File: src/rtl/itm_pkg.sv
// itm_pkg: shared constants of the two-wire master transfer engine
// assumes a 250 MHz pclk and a 32-bit apb register bus
package itm_pkg;
  // register byte offsets
  localparam logic [7:0] OFS_CTRL = 8'h00;
  localparam logic [7:0] OFS_BAUD = 8'h04;
  localparam logic [7:0] OFS_FLAG = 8'h08;
  localparam logic [7:0] OFS_TXD  = 8'h0C;
  localparam logic [7:0] OFS_RXD  = 8'h10;
  localparam logic [7:0] OFS_MODE = 8'h14;
  // control_reg bits
  localparam int CTL_EN   = 0;
  localparam int CTL_SRST = 1;
  localparam int CTL_MST  = 2;
  localparam int CTL_STA  = 3;
  localparam int CTL_STO  = 4;
  localparam int CTL_NAK  = 5;
  // irq_flag_reg bits, the first five form the flag vector
  localparam int FLG_START = 0;
  localparam int FLG_STOP  = 1;
  localparam int FLG_NACK  = 2;
  localparam int FLG_TXE   = 3;
  localparam int FLG_RXF   = 4;
  localparam int FLG_BUSY  = 5;
  localparam int FLG_N     = 5;
  // mode_reg fields
  localparam int MODE_LONG = 0;
  localparam int MODE_GENERAL_CALL_ENABLE = 1;
  localparam int MODE_OA   = 16;
  localparam int OA_W      = 10;
  // baud generator: half period is divisor plus three
  localparam int BRT_W = 7;
  localparam logic [7:0] BRT_ADD = 8'h03;
  localparam logic [6:0] BRT_RST = 7'h01;
  // bus free time after stop
  localparam int CLK_MHZ = 250;
  localparam int TBUF_NS = 4700;
  localparam int TBUF_CYC = (TBUF_NS * CLK_MHZ + 999) / 1000;
  localparam logic [10:0] TBUF_LAST = 11'(TBUF_CYC - 1);
  // sequencing constants
  localparam logic [2:0] BIT_LAST  = 3'h7;
  localparam logic [1:0] STEP_RS   = 2'h0;
  localparam logic [1:0] STEP_IDLE = 2'h2;
  localparam logic [1:0] STEP_STO  = 2'h2;
  localparam int DIR_BIT = 0;
  localparam logic [7:0] RX_FILL = 8'hFF;
  localparam logic PIN_LOW = 1'b0;
  typedef enum logic [6:0] {
    ST_IDLE  = 7'h01,
    ST_START = 7'h02,
    ST_HOLD  = 7'h04,
    ST_BIT   = 7'h08,
    ST_ACK   = 7'h10,
    ST_STOP  = 7'h20,
    ST_BUF   = 7'h40
  } itm_state_e;
endpackage

File: src/rtl/itm_brg_if.sv
// itm_brg_if: link between the engine and its baud generator
// assumes both ends sit in the pclk domain
`timescale 1ns/1ns
interface itm_brg_if;
  logic       run;
  logic [6:0] div;
  logic       gen_clk;
  logic       pin_clk;
  logic       tick;
  modport eng (output run, div, gen_clk, pin_clk, input tick);
  modport gen (input run, div, gen_clk, pin_clk, output tick);
endinterface

File: src/rtl/itm_engine.sv
// itm_engine: apb-reached master transfer engine for a two-wire bus
// assumes open-drain pads with pull-ups and pins synchronous to pclk
//
// Design decisions made here: the APB slave port and the placing of the registers.
`timescale 1ns/1ns
module itm_engine
  import itm_pkg::*;
(
  input  wire logic        pclk,
  input  wire logic        presetn,
  input  wire logic        psel,
  input  wire logic        penable,
  input  wire logic        pwrite,
  input  wire logic [7:0]  paddr,
  input  wire logic [31:0] pwdata,
  output logic [31:0]      prdata,
  output logic             pready,
  output logic             pslverr,
  input  wire logic        scl_in,
  input  wire logic        sda_in,
  output logic             scl_out,
  output logic             scl_oe_n,
  output logic             sda_out,
  output logic             sda_oe_n
);
  itm_state_e        st_q;
  logic [1:0]        step_q;
  logic [2:0]        bit_q;
  logic [7:0]        sh_q;
  logic [10:0]       buf_q;
  logic              phase_q;
  logic              scl_low_q;
  logic              sda_low_q;
  logic              addr_q;
  logic              dir_q;
  logic              rd_q;
  logic              rxm_q;
  logic              last_q;
  logic              en_q;
  logic              mst_q;
  logic              long_q;
  logic              general_call_enable_q;
  logic [OA_W-1:0]   oa_q;
  logic [BRT_W-1:0]  baud_q;
  logic [7:0]        txd_q;
  logic [7:0]        rxd_q;
  logic              tx_pend_q;
  logic              start_req_q;
  logic              stop_req_q;
  logic              nack_req_q;
  logic [FLG_N-1:0]  fl_q;
  logic [FLG_N-1:0]  fl_set;
  logic [FLG_N-1:0]  fl_clr;
  logic [31:0]       prdata_q;
  logic [31:0]       rdm;
  logic              wr;
  logic              rd;
  logic              hit;
  logic              wr_ctl;
  logic              wr_txd;
  logic              rd_rxd;
  logic              srst;
  logic              go;
  logic              tk;
  logic              ld_tx;
  logic              ld_rx;
  logic              ev_start_done;
  logic              ev_ack_ok;
  logic              ev_nack;
  logic              ev_rx_byte;
  logic              ev_stop_done;

  itm_brg_if bi ();

  itm_brg itm_brg_inst (
    .pclk    (pclk),
    .presetn (presetn),
    .bi      (bi)
  );

  // baud generator hookup, runs only while clocking the bus
  assign bi.run = (st_q == ST_START) || (st_q == ST_BIT) ||
                  (st_q == ST_ACK) || (st_q == ST_STOP);
  assign bi.div = baud_q;
  assign bi.gen_clk = !scl_low_q;
  assign bi.pin_clk = scl_in;
  assign tk = bi.tick;

  // apb decode, zero wait states
  assign wr = psel && penable && pwrite;
  assign rd = psel && penable && !pwrite;
  assign hit = (paddr == OFS_CTRL) || (paddr == OFS_BAUD) ||
               (paddr == OFS_FLAG) || (paddr == OFS_TXD) ||
               (paddr == OFS_RXD) || (paddr == OFS_MODE);
  assign pready = 1'b1;
  assign pslverr = psel && penable && !hit;
  assign prdata = prdata_q;
  assign wr_ctl = wr && (paddr == OFS_CTRL);
  assign wr_txd = wr && (paddr == OFS_TXD);
  assign rd_rxd = rd && (paddr == OFS_RXD);
  assign srst = wr_ctl && pwdata[CTL_SRST];
  assign go = en_q && !srst;

  // open-drain pins: output level is always low
  assign scl_out = PIN_LOW;
  assign sda_out = PIN_LOW;
  assign scl_oe_n = !scl_low_q;
  assign sda_oe_n = !sda_low_q;

  // hold-state launches
  assign ld_rx = (st_q == ST_HOLD) && !stop_req_q && !start_req_q &&
                 rd_q && !last_q && !fl_q[FLG_RXF];
  assign ld_tx = (st_q == ST_HOLD) && !stop_req_q && !start_req_q &&
                 !rd_q && tx_pend_q;

  // engine events
  assign ev_start_done = go && (st_q == ST_START) && tk &&
                         (step_q == 2'h3);
  assign ev_ack_ok = go && (st_q == ST_ACK) && tk && phase_q &&
                     !rxm_q && !sda_in;
  assign ev_nack = go && (st_q == ST_ACK) && tk && phase_q &&
                   !rxm_q && sda_in;
  assign ev_rx_byte = go && (st_q == ST_BIT) && tk && phase_q &&
                      rxm_q && (bit_q == BIT_LAST);
  assign ev_stop_done = go && (st_q == ST_BUF) && (buf_q == 11'h000);

  // flag set and clear vectors
  always_comb
  begin
    fl_set = '0;
    fl_set[FLG_START] = ev_start_done;
    fl_set[FLG_STOP] = ev_stop_done;
    fl_set[FLG_NACK] = ev_nack;
    fl_set[FLG_TXE] = ev_start_done ||
                      (ev_ack_ok && !(addr_q && dir_q));
    fl_set[FLG_RXF] = ev_rx_byte;
    fl_clr = '0;
    fl_clr[FLG_START] = wr && (paddr == OFS_FLAG) && pwdata[FLG_START];
    fl_clr[FLG_STOP] = wr && (paddr == OFS_FLAG) && pwdata[FLG_STOP];
    fl_clr[FLG_NACK] = wr && (paddr == OFS_FLAG) && pwdata[FLG_NACK];
    fl_clr[FLG_TXE] = wr_txd;
    fl_clr[FLG_RXF] = rd_rxd;
  end

  // sticky flags, a set in the clearing cycle wins
  for (genvar i = 0; i < FLG_N; i++)
  begin : g_flag
    always_ff @(posedge pclk or negedge presetn)
    begin
      if (!presetn)
        fl_q[i] <= 1'b0;
      else if (fl_set[i])
        fl_q[i] <= 1'b1;
      else if (fl_clr[i])
        fl_q[i] <= 1'b0;
    end
  end

  // configuration registers and transmit buffer
  always_ff @(posedge pclk or negedge presetn)
  begin
    if (!presetn)
    begin
      en_q <= 1'b0;
      mst_q <= 1'b0;
      long_q <= 1'b0;
      general_call_enable_q <= 1'b0;
      oa_q <= '0;
      baud_q <= BRT_RST;
      txd_q <= 8'h00;
      tx_pend_q <= 1'b0;
    end
    else
    begin
      if (wr_ctl)
      begin
        en_q <= pwdata[CTL_EN];
        mst_q <= pwdata[CTL_MST];
      end
      if (wr && (paddr == OFS_BAUD))
        baud_q <= pwdata[BRT_W-1:0];
      if (wr && (paddr == OFS_MODE))
      begin
        long_q <= pwdata[MODE_LONG];
        general_call_enable_q <= pwdata[MODE_GENERAL_CALL_ENABLE];
        oa_q <= pwdata[MODE_OA +: OA_W];
      end
      if (wr_txd)
        txd_q <= pwdata[7:0];
      if (wr_txd)
        tx_pend_q <= 1'b1;
      else if (srst || ld_tx)
        tx_pend_q <= 1'b0;
    end
  end

  // request bits: software sets, engine clears
  always_ff @(posedge pclk or negedge presetn)
  begin
    if (!presetn)
      {start_req_q, stop_req_q, nack_req_q} <= 3'h0;
    else if (srst || !en_q)
      {start_req_q, stop_req_q, nack_req_q} <= 3'h0;
    else
    begin
      if (ev_start_done)
        start_req_q <= 1'b0;
      else if (wr_ctl && pwdata[CTL_STA])
        start_req_q <= 1'b1;
      if (ev_stop_done || (st_q == ST_IDLE))
        stop_req_q <= 1'b0;
      else if (wr_ctl && pwdata[CTL_STO])
        stop_req_q <= 1'b1;
      if (ev_rx_byte)
        nack_req_q <= 1'b0;
      else if (wr_ctl && pwdata[CTL_NAK])
        nack_req_q <= 1'b1;
    end
  end

  // received byte capture
  always_ff @(posedge pclk or negedge presetn)
  begin
    if (!presetn)
      rxd_q <= 8'h00;
    else if (ev_rx_byte)
      rxd_q <= {sh_q[6:0], sda_in};
  end

  // transfer state machine and line drive
  always_ff @(posedge pclk or negedge presetn)
  begin
    if (!presetn)
    begin
      st_q <= ST_IDLE;
      {step_q, bit_q, sh_q, buf_q} <= '0;
      {phase_q, scl_low_q, sda_low_q, addr_q} <= 4'h0;
      {dir_q, rd_q, rxm_q, last_q} <= 4'h0;
    end
    else if (srst || !en_q)
    begin
      st_q <= ST_IDLE;
      {step_q, bit_q, sh_q, buf_q} <= '0;
      {phase_q, scl_low_q, sda_low_q, addr_q} <= 4'h0;
      {dir_q, rd_q, rxm_q, last_q} <= 4'h0;
    end
    else
    begin
      unique case (st_q)
        ST_IDLE:
          if (mst_q && start_req_q)
          begin
            st_q <= ST_START;
            step_q <= STEP_IDLE;
          end
        ST_START:
          if (tk)
          begin
            step_q <= step_q + 2'h1;
            case (step_q)
              2'h0: sda_low_q <= 1'b0;
              2'h1: scl_low_q <= 1'b0;
              2'h2: sda_low_q <= 1'b1;
              default:
              begin
                scl_low_q <= 1'b1;
                st_q <= ST_HOLD;
                addr_q <= 1'b1;
                rd_q <= 1'b0;
                last_q <= 1'b0;
              end
            endcase
          end
        ST_HOLD:
          // clock stays low here until software acts or an acked read address starts the first receive
          if (stop_req_q)
          begin
            st_q <= ST_STOP;
            step_q <= 2'h0;
          end
          else if (start_req_q)
          begin
            st_q <= ST_START;
            step_q <= STEP_RS;
          end
          else if (ld_rx)
          begin
            st_q <= ST_BIT;
            sh_q <= RX_FILL;
            rxm_q <= 1'b1;
            bit_q <= 3'h0;
            phase_q <= 1'b0;
            sda_low_q <= 1'b0;
          end
          else if (ld_tx)
          begin
            st_q <= ST_BIT;
            sh_q <= txd_q;
            dir_q <= txd_q[DIR_BIT];
            rxm_q <= 1'b0;
            bit_q <= 3'h0;
            phase_q <= 1'b0;
            sda_low_q <= !txd_q[7];
          end
        ST_BIT:
          if (tk)
          begin
            phase_q <= !phase_q;
            scl_low_q <= phase_q;
            if (phase_q)
            begin
              sh_q <= {sh_q[6:0], sda_in};
              if (bit_q == BIT_LAST)
              begin
                st_q <= ST_ACK;
                sda_low_q <= rxm_q && !nack_req_q;
                last_q <= rxm_q && nack_req_q;
              end
              else
              begin
                bit_q <= bit_q + 3'h1;
                sda_low_q <= !rxm_q && !sh_q[6];
              end
            end
          end
        ST_ACK:
          if (tk)
          begin
            phase_q <= !phase_q;
            scl_low_q <= phase_q;
            if (phase_q)
            begin
              st_q <= ST_HOLD;
              sda_low_q <= 1'b0;
              addr_q <= 1'b0;
              if (!rxm_q && !sda_in && addr_q && dir_q)
                rd_q <= 1'b1;
            end
          end
        ST_STOP:
          if (tk)
          begin
            step_q <= step_q + 2'h1;
            if (step_q == 2'h0)
              sda_low_q <= 1'b1;
            else if (step_q == 2'h1)
              scl_low_q <= 1'b0;
            else if (step_q == STEP_STO)
            begin
              sda_low_q <= 1'b0;
              st_q <= ST_BUF;
              buf_q <= TBUF_LAST;
            end
          end
        ST_BUF:
          // bus free time before the stop is reported
          if (buf_q == 11'h000)
            st_q <= ST_IDLE;
          else
            buf_q <= buf_q - 11'h001;
        default:
          st_q <= ST_IDLE;
      endcase
    end
  end

  // read mux, latched in the setup cycle
  always_comb
  begin
    rdm = 32'h0000_0000;
    case (paddr)
      OFS_CTRL:
      begin
        rdm[CTL_EN] = en_q;
        rdm[CTL_MST] = mst_q;
        rdm[CTL_STA] = start_req_q;
        rdm[CTL_STO] = stop_req_q;
        rdm[CTL_NAK] = nack_req_q;
      end
      OFS_BAUD: rdm[BRT_W-1:0] = baud_q;
      OFS_FLAG:
      begin
        rdm[FLG_N-1:0] = fl_q;
        rdm[FLG_BUSY] = st_q != ST_IDLE;
      end
      OFS_TXD: rdm[7:0] = txd_q;
      OFS_RXD: rdm[7:0] = rxd_q;
      OFS_MODE:
      begin
        rdm[MODE_LONG] = long_q;
        rdm[MODE_GENERAL_CALL_ENABLE] = general_call_enable_q;
        rdm[MODE_OA +: OA_W] = oa_q;
      end
      default: rdm = 32'h0000_0000;
    endcase
  end

  always_ff @(posedge pclk or negedge presetn)
  begin
    if (!presetn)
      prdata_q <= 32'h0000_0000;
    else if (psel && !penable)
      prdata_q <= rdm;
  end
endmodule

File: src/rtl/itm_brg.sv
// itm_brg: half-period tick generator with clock stretch pause
// assumes the pin level is already synchronous to pclk
`timescale 1ns/1ns
module itm_brg
  import itm_pkg::*;
(
  input wire logic pclk,
  input wire logic presetn,
  itm_brg_if.gen   bi
);
  logic [7:0] cnt_q;
  logic [7:0] half;
  logic       pause;

  // pause while the driven level and the pin disagree
  assign half  = {1'b0, bi.div} + BRT_ADD;
  assign pause = bi.gen_clk != bi.pin_clk;
  assign bi.tick = bi.run && !pause && (cnt_q == half - 8'h01);

  // half-period counter
  always_ff @(posedge pclk or negedge presetn)
  begin
    if (!presetn)
      cnt_q <= 8'h00;
    else if (!bi.run || bi.tick)
      cnt_q <= 8'h00;
    else if (!pause)
      cnt_q <= cnt_q + 8'h01;
  end
endmodule

File: config.mk
export PLATFORM = sky130hd
export DESIGN_NAME = itm_engine
export DESIGN_NICKNAME = d
export VERILOG_FILES = /design/src/rtl/itm_pkg.sv /design/src/rtl/itm_brg_if.sv /design/src/rtl/itm_engine.sv /design/src/rtl/itm_brg.sv
export SDC_FILE = /design/constraint.sdc
export NUM_CORES = 1
export LEC_CHECK = 0
export BUFFER_PORTS_ARGS = -buffer_cell sky130_fd_sc_hd__buf_4
export CAP_MARGIN = 20
export CORE_UTILIZATION = 62
export CTS_CLUSTER_SIZE = 30
export DETAILED_ROUTE_END_ITERATION = 12
export PLACE_DENSITY = 0.83
export SYNTH_ARGS = -nofsm -noshare
export SYNTH_HDL_FRONTEND = slang
export SYNTH_SLANG_ARGS = --single-unit
File: constraint.sdc
create_clock -name pclk -period 4.3 [get_ports pclk]
set_input_delay 0.215 -clock pclk [delete_from_list [all_inputs] [get_ports pclk]]
set_output_delay 0.215 -clock pclk [all_outputs]
set_load 0.02 [all_outputs]
; Word-level counts from Yosys, hierarchy flattened
; Index checks and enable logic that the tools add are counted.
[totals]
output_inout_bits = 38
ff_bits = 110
[op_classes]
n_addsub = 6
reduce_logical = 127
n_mux = 137
n_eq_ne = 51
[op_table]
columns = op, n
row1 = 7-bit two-way mux, 25
row2 = 1-bit two-way mux, 72
row3 = 11-bit two-way mux, 6
row4 = 1-bit logical AND, 53
row5 = 7-bit one-hot mux with 7 select lines, 1
row6 = 3-bit by 1-bit != test with 1-bit output (second input constant), 11
row7 = 3-bit nonzero test, 9
row8 = 3-bit two-way mux, 8
row9 = 6-bit AND reduction, 4
row10 = 11-bit one-hot mux with 2 select lines, 1
row11 = 1-bit logical NOT, 21
row12 = 3-bit by 2-bit != test with 1-bit output (second input constant), 7
row13 = 4-bit one-hot mux with 5 select lines, 1
row14 = 8-bit by 4-bit equality test with 1-bit output (second input constant), 2
row15 = 8-bit by 5-bit equality test with 1-bit output (second input constant), 2
row16 = 8-bit two-way mux, 2
row17 = 2-bit nonzero test, 8
row18 = 5-bit AND reduction, 3
row19 = 1-bit one-hot mux with 2 select lines, 7
row20 = 7-bit one-hot mux with 2 select lines, 1
row21 = 14-bit AND reduction, 1
row22 = 7-bit AND reduction, 2
row23 = 1-bit logical OR, 13
row24 = 13-bit AND reduction, 1
row25 = other kinds (42), 60

; Depth between registers and ports, before layout
; Gate-level depths: netlist of run 1.
[depth]
depth_word = 14
mapped_depth = 9
depth_no_buf = 9

; Cells and area by module
; From an unflattened synthesis of run 1, not the netlist that was laid out.
[unflattened]
cells_unflattened = 595
hier_area_um2 = 6042.0
[by_module_without_submodules]
columns = module, area_each_um2, cells_per_inst, instances
row1 = itm_engine, 5407.7, 525, 1
row2 = itm_brg, 634.4, 70, 1

; Worst setup path after synthesis of run 1
; Ideal clock, no wire load.
[synth_timing]
kind = register -> register
startpoint = reg baud_q[1]
endpoint = reg rxd_q[0]
t_required_ps = 4175
path_buffers = 1
path_slack_ps = 1482
period_less_slack_ps = 2818
path_stages_with_launch = 10
arrival_time_ps = 2693
setup_time_ps = 125
path_cell_list = dfrtp_1 -> ha_1 -> and3b_1 -> or4b_1 -> o311a_2 -> a211oi_4 -> and3_1 -> and4_1 -> buf_6 -> mux2_4
[synth_via]
elab_chain_len = 8
[synth_lines]
columns = element, line_no
row1 = start: declaration, itm_engine.sv:44  ; logic [BRT_W-1:0] baud_q;
row2 = start signal: assignment, itm_engine.sv:181  ; baud_q <= pwdata[BRT_W-1:0];
row3 = 7-bit by 2-bit adder with 8-bit output, itm_brg.sv:16  ; assign half = {1'b0, bi.div} + BRT_ADD;
row4 = 8-bit by 1-bit subtractor with 8-bit output, itm_brg.sv:18  ; assign bi.tick = bi.run && !pause && (cnt_q == half - 8'h01);
row5 = 8-bit equality test, itm_brg.sv:18
row6 = 1-bit logical AND, itm_brg.sv:18
row7 = 1-bit logical AND (3 in series), itm_engine.sv:123  ; assign ev_rx_byte = go && (st_q == ST_BIT) && tk && phase_q &&
row8 = 1-bit logical AND, itm_engine.sv:124  ; rxm_q && (bit_q == BIT_LAST);
row9 = end signal: assignment, itm_engine.sv:227  ; rxd_q <= {sh_q[6:0], sda_in};
row10 = end: declaration, itm_engine.sv:46  ; logic [7:0] rxd_q;
; No other way between the ends.
; A chain may end at the register's enable or synchronous reset.

; Worst setup path after layout of run 1
[layout_timing]
startpoint = reg baud_q[1]
endpoint = reg rxd_q[3]
; The elaborated chain is that of the path after synthesis.

==> run_results.csv, run 1 <==
group,metric,value,unit
status,outcome,"finished with violations",
status,violated_checks,"hold timing",
clock_network,cts_root_buffer,"clkbuf_8",
clock_network,hold_buffers,0,
grt,vias_in_the_first_global_route,4794,
pwr,leakage,3.092,nW
flow_run,maxCapViolCount,0,
pwr,power_frac_comb,0.055,
final_layout,fin_nets,714,
setup_path,reg2reg_from,"baud_q[1]",
sta,timing.final.max_slew_violations,0,
synth,yosysWarningCount,0,
setup_path,timing.critical_path.cells,"ha_1, and3b_1, or4b_1, o311a_2, a211oi_4, and3_1, and4_1, mux2_4",
clock_network,tritoncts,"done",
setup_path,cp-startpoint,"baud_q[1]",
pwr,power_report.internal_total,1.345,mW
detailed_routing,drt_first_pass_iters,6,
synth,netlist_area,0.006136,sq mm
sta,worst-slew-pin-transition,992.6,ps
floorplanning,initial_utilization,0.6517,
detailed_routing,totalWireLength,14650,um
setup_path,wp_data_required,4560,ps
synth,post_synth_main_area_contributors,"dfrtp_1 (44%), mux2_2 (6.2%), nor2_1 (3.2%)",
setup_path,worstReg2RegEnd,"rxd_q[3]",
synth,post_synth_num_cell_types,71,
detailed_routing,dr.first_iter.drc_count,474,
final_layout,synthToLayoutAreaGrowth,9.421,%
detailed_routing,routed_antenna_nets,0,
synth,synth_async_sr_flop_share,1.000,
detailed_routing,dr_total_vias,5052,
setup_path,r2r_slack,620,ps
pwr,power.ir.vdd_worst,199.0,uV
clock_network,cts.htree.levels,3,
sta,timing.fmax,271.4,MHz
setup_path,crit_slowest_cell,"and4_1",
detailed_routing,route.detailed.wl_per_inst,18.54,um
setup_path,timing.setup.critical_path_class,"register to register",
setup_path,r2r_cells,8,
pwr,seq_power_share,0.595,
floorplanning,dieArea,0.01030,sq mm
synth,synth.top_cell.area_share,0.4405,
floorplanning,dieHeight,101.5,um
setup_path,worstSetupStartpointType,"register",
final_layout,most-common-layout-cells,"dfrtp_1 (108), buf_4 (58), nor2_1 (53), nand2_1 (51), mux2_2 (34)",
final_layout,num_antenna_cells,0,
setup_path,crit_path_max_incr_delay,680,ps
hold_path,hold_class,"primary input to asynchronous set/reset pin",
clock_network,clk_pin_slew,100,ps
sta,rsz_0062_raised_after_global_routing,"false",
clock_network,tritoncts_num_sinks,110,
synth,postSynth.topFlopCell,"dfrtp_1",
sta,max_slew_margin,0.3359,
clock_network,num_cts_buffers,9,
floorplanning,die-width,101.5,um
grt,globalRoute.totalOverflow,0,
sta,timing.final.setup_violations,0,
floorplanning,core_area,0.009415,sq mm
sta,hold_ws,-27.11,ps
sta,fin_worst_skew,9.215,ps
synth,ys_ff_latch,110,
clock_network,post_cts.repair.setup_buffers,0,
setup_path,worstPathArrival,3940,ps
grt,grt_start_max_net_pins,76,
pwr,p_per_area,261.7,mW/mm^2
floorplanning,row_count,35,
placement,post-dp-hpwl,10540,um
clock_network,worstSkewPairLatency,370,ps
final_layout,layout.cells.most_common,"dfrtp_1",
synth,yosysTopAreaCell,"dfrtp_1",
sta,totalNegativeSetupSlack,0,ps
detailed_routing,drt_drc_violations_left,0,
grt,grt_antenna_before_repair,0,
pwr,net-switching-power,0.4122,mW
sta,final-hold-violation-count,32,
clock_network,post_cts.resized_instances,0,
synth,synth-edff-count,0,
pwr,post-layout-total-power,1.757,mW
placement,placement.io_buffers,53,
grt,wire_length_of_the_first_global_routing_pass,23450,um
sta,final_period_minus_worst_setup_slack,3685,ps
placement,place_congestion,0.9634,
pwr,swShare,0.2346,
synth,synth.avg_cell_area,9.913,sq um
sta,layout_worst_path_cycle_share,0.8569,
setup_path,worst_setup_path_endpoint,"rxd_q[3]",
pwr,clkPwrFrac,0.350,
clock_network,cts-root-to-sink-buffers,2,
grt,grtUsageTotal,0.2986,
final_layout,n_fill_cell,729,
floorplanning,top_level_ports,85,
final_layout,layout_cell_share_with_drive_strength_beyond_1,0.1921,
synth,portion_of_the_post_synthesis_area_used_by_sequential_elements,0.4490,
setup_path,timing.critical_path.fanout_max,11,
setup_path,setup.worst_path.end_class,"register",
synth,post_synth_inst_count,619,
detailed_routing,vias_per_cell,6.395,
synth_stat cells, types with 10 or more instances:
cell type  count
mux2_2        34
clkbuf_1      23
inv_1         17
nand2_1       51
and3_1        14
nor3_1        22
mux2i_1       14
nor2_1        53
a22o_1        10
nand4_1       13
a21oi_1       26
buf_4         20
ha_1          11
nand3_1       20
dfrtp_1      108
o21ai_0       27
routing by layer:
layer  GRT usage  wire [um]  vias to the layer above
met2      0.4814       7084                      231
met1      0.3914       6028                     2469
met3     0.06073       1058                       52
met4      0.1349        478                        0
met5           0          0                        -
li1            -          -                     2300
power groups by stage:
stage	sequential (mW)	clock, mW	combinational (mW)
6_report	1.04	0.615	0.0965
5_1_grt	1.05	0.664	0.107
4_1_cts	1.04	0.628	0.0977
3_5_place_dp	1.06	0	0.0975
3_3_place_gp	1.06	0	0.0953
2_1_floorplan	1.06	0	0.0524
worst max-delay path, delay by kind of cell, from the launching register on:
kind	cells	cell delay, ps
AND/OR/NAND/NOR	4	1640
AO/OA/AOI/OAI	2	710
adder cells (fa/ha/maj)	1	330
flip-flops	1	530
multiplexers	1	360
final cells by class:
class / instances / area (sq um) / share of cell area
multi-input combinational: 460 / 3113 / 0.4637
inverter: 17 / 63.81 / 0.009504
clock inverter: 3 / 46.29 / 0.006895
sequential: 110 / 2755 / 0.4104
tap: 129 / 161.4 / 0.02404
timing repair buffer: 58 / 435.4 / 0.06485
clock buffer: 13 / 138.9 / 0.02069
how the worst min path moves through the flow:
stage | startpoint | to | slack [ps] | cells past startpoint
after floorplan | presetn | addr_q | -80 | 0
after global placement | presetn | itm_brg_inst.cnt_q[2] | 410 | 1
after detailed placement | presetn | itm_brg_inst.cnt_q[0] | 420 | 1
after CTS | presetn | itm_brg_inst.cnt_q[0] | 2 | 1
after global routing | pwdata[17] | oa_q[1] | 50 | 2
final | presetn | itm_brg_inst.cnt_q[0] | -30 | 1
flip-flops by register name, summed over array words and instances (netlist names), 3 cells and up:
name	cells
baud_q	7
bit_q	3
buf_q	11
fl_q	5
itm_brg_inst.cnt_q	8
oa_q	10
prdata	18
rxd_q	8
sh_q	7
st_q	7
txd_q	8
kinds of logic after synthesis:
| family | after synthesis | synth area share |
|---|---|---|
| other cells | 2 | 0.001224 |
| simple gates | 218 | 0.1790 |
| xor+xnor | 17 | 0.02549 |
| mux | 56 | 0.1048 |
| buf+inv | 64 | 0.05281 |
| compound gates | 141 | 0.1652 |
| flops | 110 | 0.4490 |
| fa+ha+maj | 11 | 0.02243 |
per-stage QoR:
stage                       util  cells  hold WS (ps)  setup slack, ps  instance area (sq um)
after floorplan                -    634        -80.59             1482                   6192
after global placement    0.6934    774         412.0            819.8                   6529
after detailed placement  0.6934    774         416.6            710.5                   6529
after CTS                 0.7131    790         1.611            668.6                   6714
after global routing      0.7131    790         52.79            486.3                   6714
final                     0.7131    790        -27.11            615.5                   6714
Note: power is estimated with default switching activity, not from simulation.
==> run 2, diff against run 1 <==
CELL_PAD_IN_SITES_DETAIL_PLACEMENT = 1   (was not set)
CELL_PAD_IN_SITES_GLOBAL_PLACEMENT = 2   (was not set)
CORE_UTILIZATION = 40   (was 62)
PLACE_DENSITY = 0.84   (was 0.83)
==> run_results.csv, run 2 (synthesis gave the netlist of run 1 again) <==
group,metric,value,unit
status,outcome,"completed",
detailed_routing,dr_total_vias,4986,
grt,grt_antenna_before_repair,0,
detailed_routing,drt_drc_violations_left,0,
clock_network,post_cts.repair.setup_buffers,0,
floorplanning,core_area,0.01475,sq mm
sta,hold_ws,75.28,ps
floorplanning,die-width,125.9,um
sta,worst-slew-pin-transition,968.4,ps
sta,timing.final.max_slew_violations,0,
detailed_routing,drt_first_pass_iters,5,
sta,fin_worst_skew,8.688,ps
clock_network,cts.htree.levels,3,
detailed_routing,dr.first_iter.drc_count,251,
floorplanning,top_level_ports,85,
sta,max_slew_margin,0.3506,
detailed_routing,routed_antenna_nets,0,
sta,post-route-worst-setup-slack,693.4,ps
setup_path,crit_slowest_cell,"and4_1",
grt,grt_start_max_net_pins,79,
clock_network,tritoncts,"done",
final_layout,layout_cell_share_with_drive_strength_beyond_1,0.1979,
clock_network,num_cts_buffers,9,
grt,wire_length_of_the_first_global_routing_pass,28140,um
sta,layout_worst_path_cycle_share,0.8388,
clock_network,clk_pin_slew,90,ps
detailed_routing,vias_per_cell,5.894,
sta,final_period_minus_worst_setup_slack,3607,ps
final_layout,fin_nets,715,
setup_path,worstSetupStartpointType,"register",
clock_network,worstSkewPairLatency,360,ps
setup_path,wp_data_required,4550,ps
detailed_routing,route.detailed.wl_per_inst,20.07,um
setup_path,timing.critical_path.fanout_max,11,
detailed_routing,totalWireLength,16980,um
placement,pre_cts_slack,727.9,ps
setup_path,crit_path_max_incr_delay,600,ps
final_layout,most-common-layout-cells,"dfrtp_1 (108), buf_4 (56), nor2_1 (53), nand2_1 (51), mux2_2 (34)",
final_layout,layout.cells.most_common,"dfrtp_1",
sta,final-hold-violation-count,0,
floorplanning,dieHeight,125.9,um
final_layout,num_antenna_cells,0,
pwr,leakage,3.169,nW
final_layout,largest_register_ffs,18,
setup_path,timing.critical_path.cells,"ha_1, and3b_1, or4b_1, o311a_2, a211oi_4, and3_1, and4_1, mux2_4",
sta,rsz_0062_raised_after_global_routing,"false",
clock_network,cts-root-to-sink-buffers,2,
floorplanning,dieArea,0.01584,sq mm
clock_network,tritoncts_num_sinks,110,
grt,vias_in_the_first_global_route,5144,
grt,grtUsageTotal,0.2259,
sta,timing.final.setup_violations,0,
flow_run,maxCapViolCount,0,
clock_network,cts_root_buffer,"clkbuf_16",
sta,timing.fmax,277.3,MHz
placement,placement.io_buffers,53,
placement,place_congestion,0.8401,
hold_path,hold_class,"primary input to register",
floorplanning,row_count,44,
final_layout,synthToLayoutAreaGrowth,12.99,%
pwr,p_per_area,291.0,mW/mm^2
placement,post-dp-hpwl,12190,um
pwr,power.ir.vdd_worst,179.4,uV
grt,globalRoute.totalOverflow,0,
setup_path,worstPathArrival,3850,ps
final_layout,final_core_utilization,0.4699,
sta,totalNegativeSetupSlack,0,ps
setup_path,setup.worst_path.end_class,"register",
floorplanning,initial_utilization,0.4159,
setup_path,timing.setup.critical_path_class,"register to register",
[run 2: path summary, 6_finish.rpt]
check                           startpoint                     to  slack [ps]  depth (start not counted)
worst max-delay path             baud_q[1]               rxd_q[6]         690                          8
worst min-delay path            pwdata[16]                oa_q[0]          80                          2
worst max register to register   baud_q[1]               rxd_q[6]         690                          8
worst min register to register     fl_q[0]                fl_q[0]         480                          2
max in group asynchronous          presetn                oa_q[1]        3030                          4
min in group asynchronous          presetn  itm_brg_inst.cnt_q[2]         230                          2
[run 2: per-stage QoR]
step	power, mW	instance area [sq um]	instances
CTS	2.041	6884	843
floorplan	1.116	6192	634
global route	2.080	6933	846
finish	2.017	6933	846
global placement	1.163	6583	827
detailed placement	1.166	6583	827
[run 2: power by group]
part           total (mW)  internal, mW  switching, mW
clock network       0.869         0.418          0.451
registers            1.05          1.04        0.00638
logic               0.103        0.0352         0.0677
total                2.02          1.49          0.525
[run 2: area by class of cell]
cell class              count  area [sq um]
multi-input cells         460          3113
repair buffers             59         469.2
clock buffers               9         225.2
flip-flops and latches    110          2755
clock inverters             7         76.32
fillers                  1672          7821
inverters                  17         63.81
well taps                 184         230.2
[run 2: repair_timing]
| action | in CTS | in global routing |
|---|---|---|
| hold endpoints to repair | 0 | 9 |
| hold buffers | 0 | 1 |
| resized for setup | 0 | 0 |
[run 2: layer usage]
metal | share of wire | vias to the layer above | global-route usage
li1 | - | 2320 | -
met1 | 0.47 | 2527 | 0.3110
met2 | 0.47 | 115 | 0.3637
met3 | 0.043 | 24 | 0.04333
met4 | 0.017 | 0 | 0.06308
met5 | 0 | - | 0
[run 2: critical path: cells and delay by family (launching register included)]
kind | cells | cell delay [ps]
simple gates | 4 | 1590
compound gates | 2 | 720
flops | 1 | 510
mux | 1 | 350
fa+ha+maj | 1 | 330
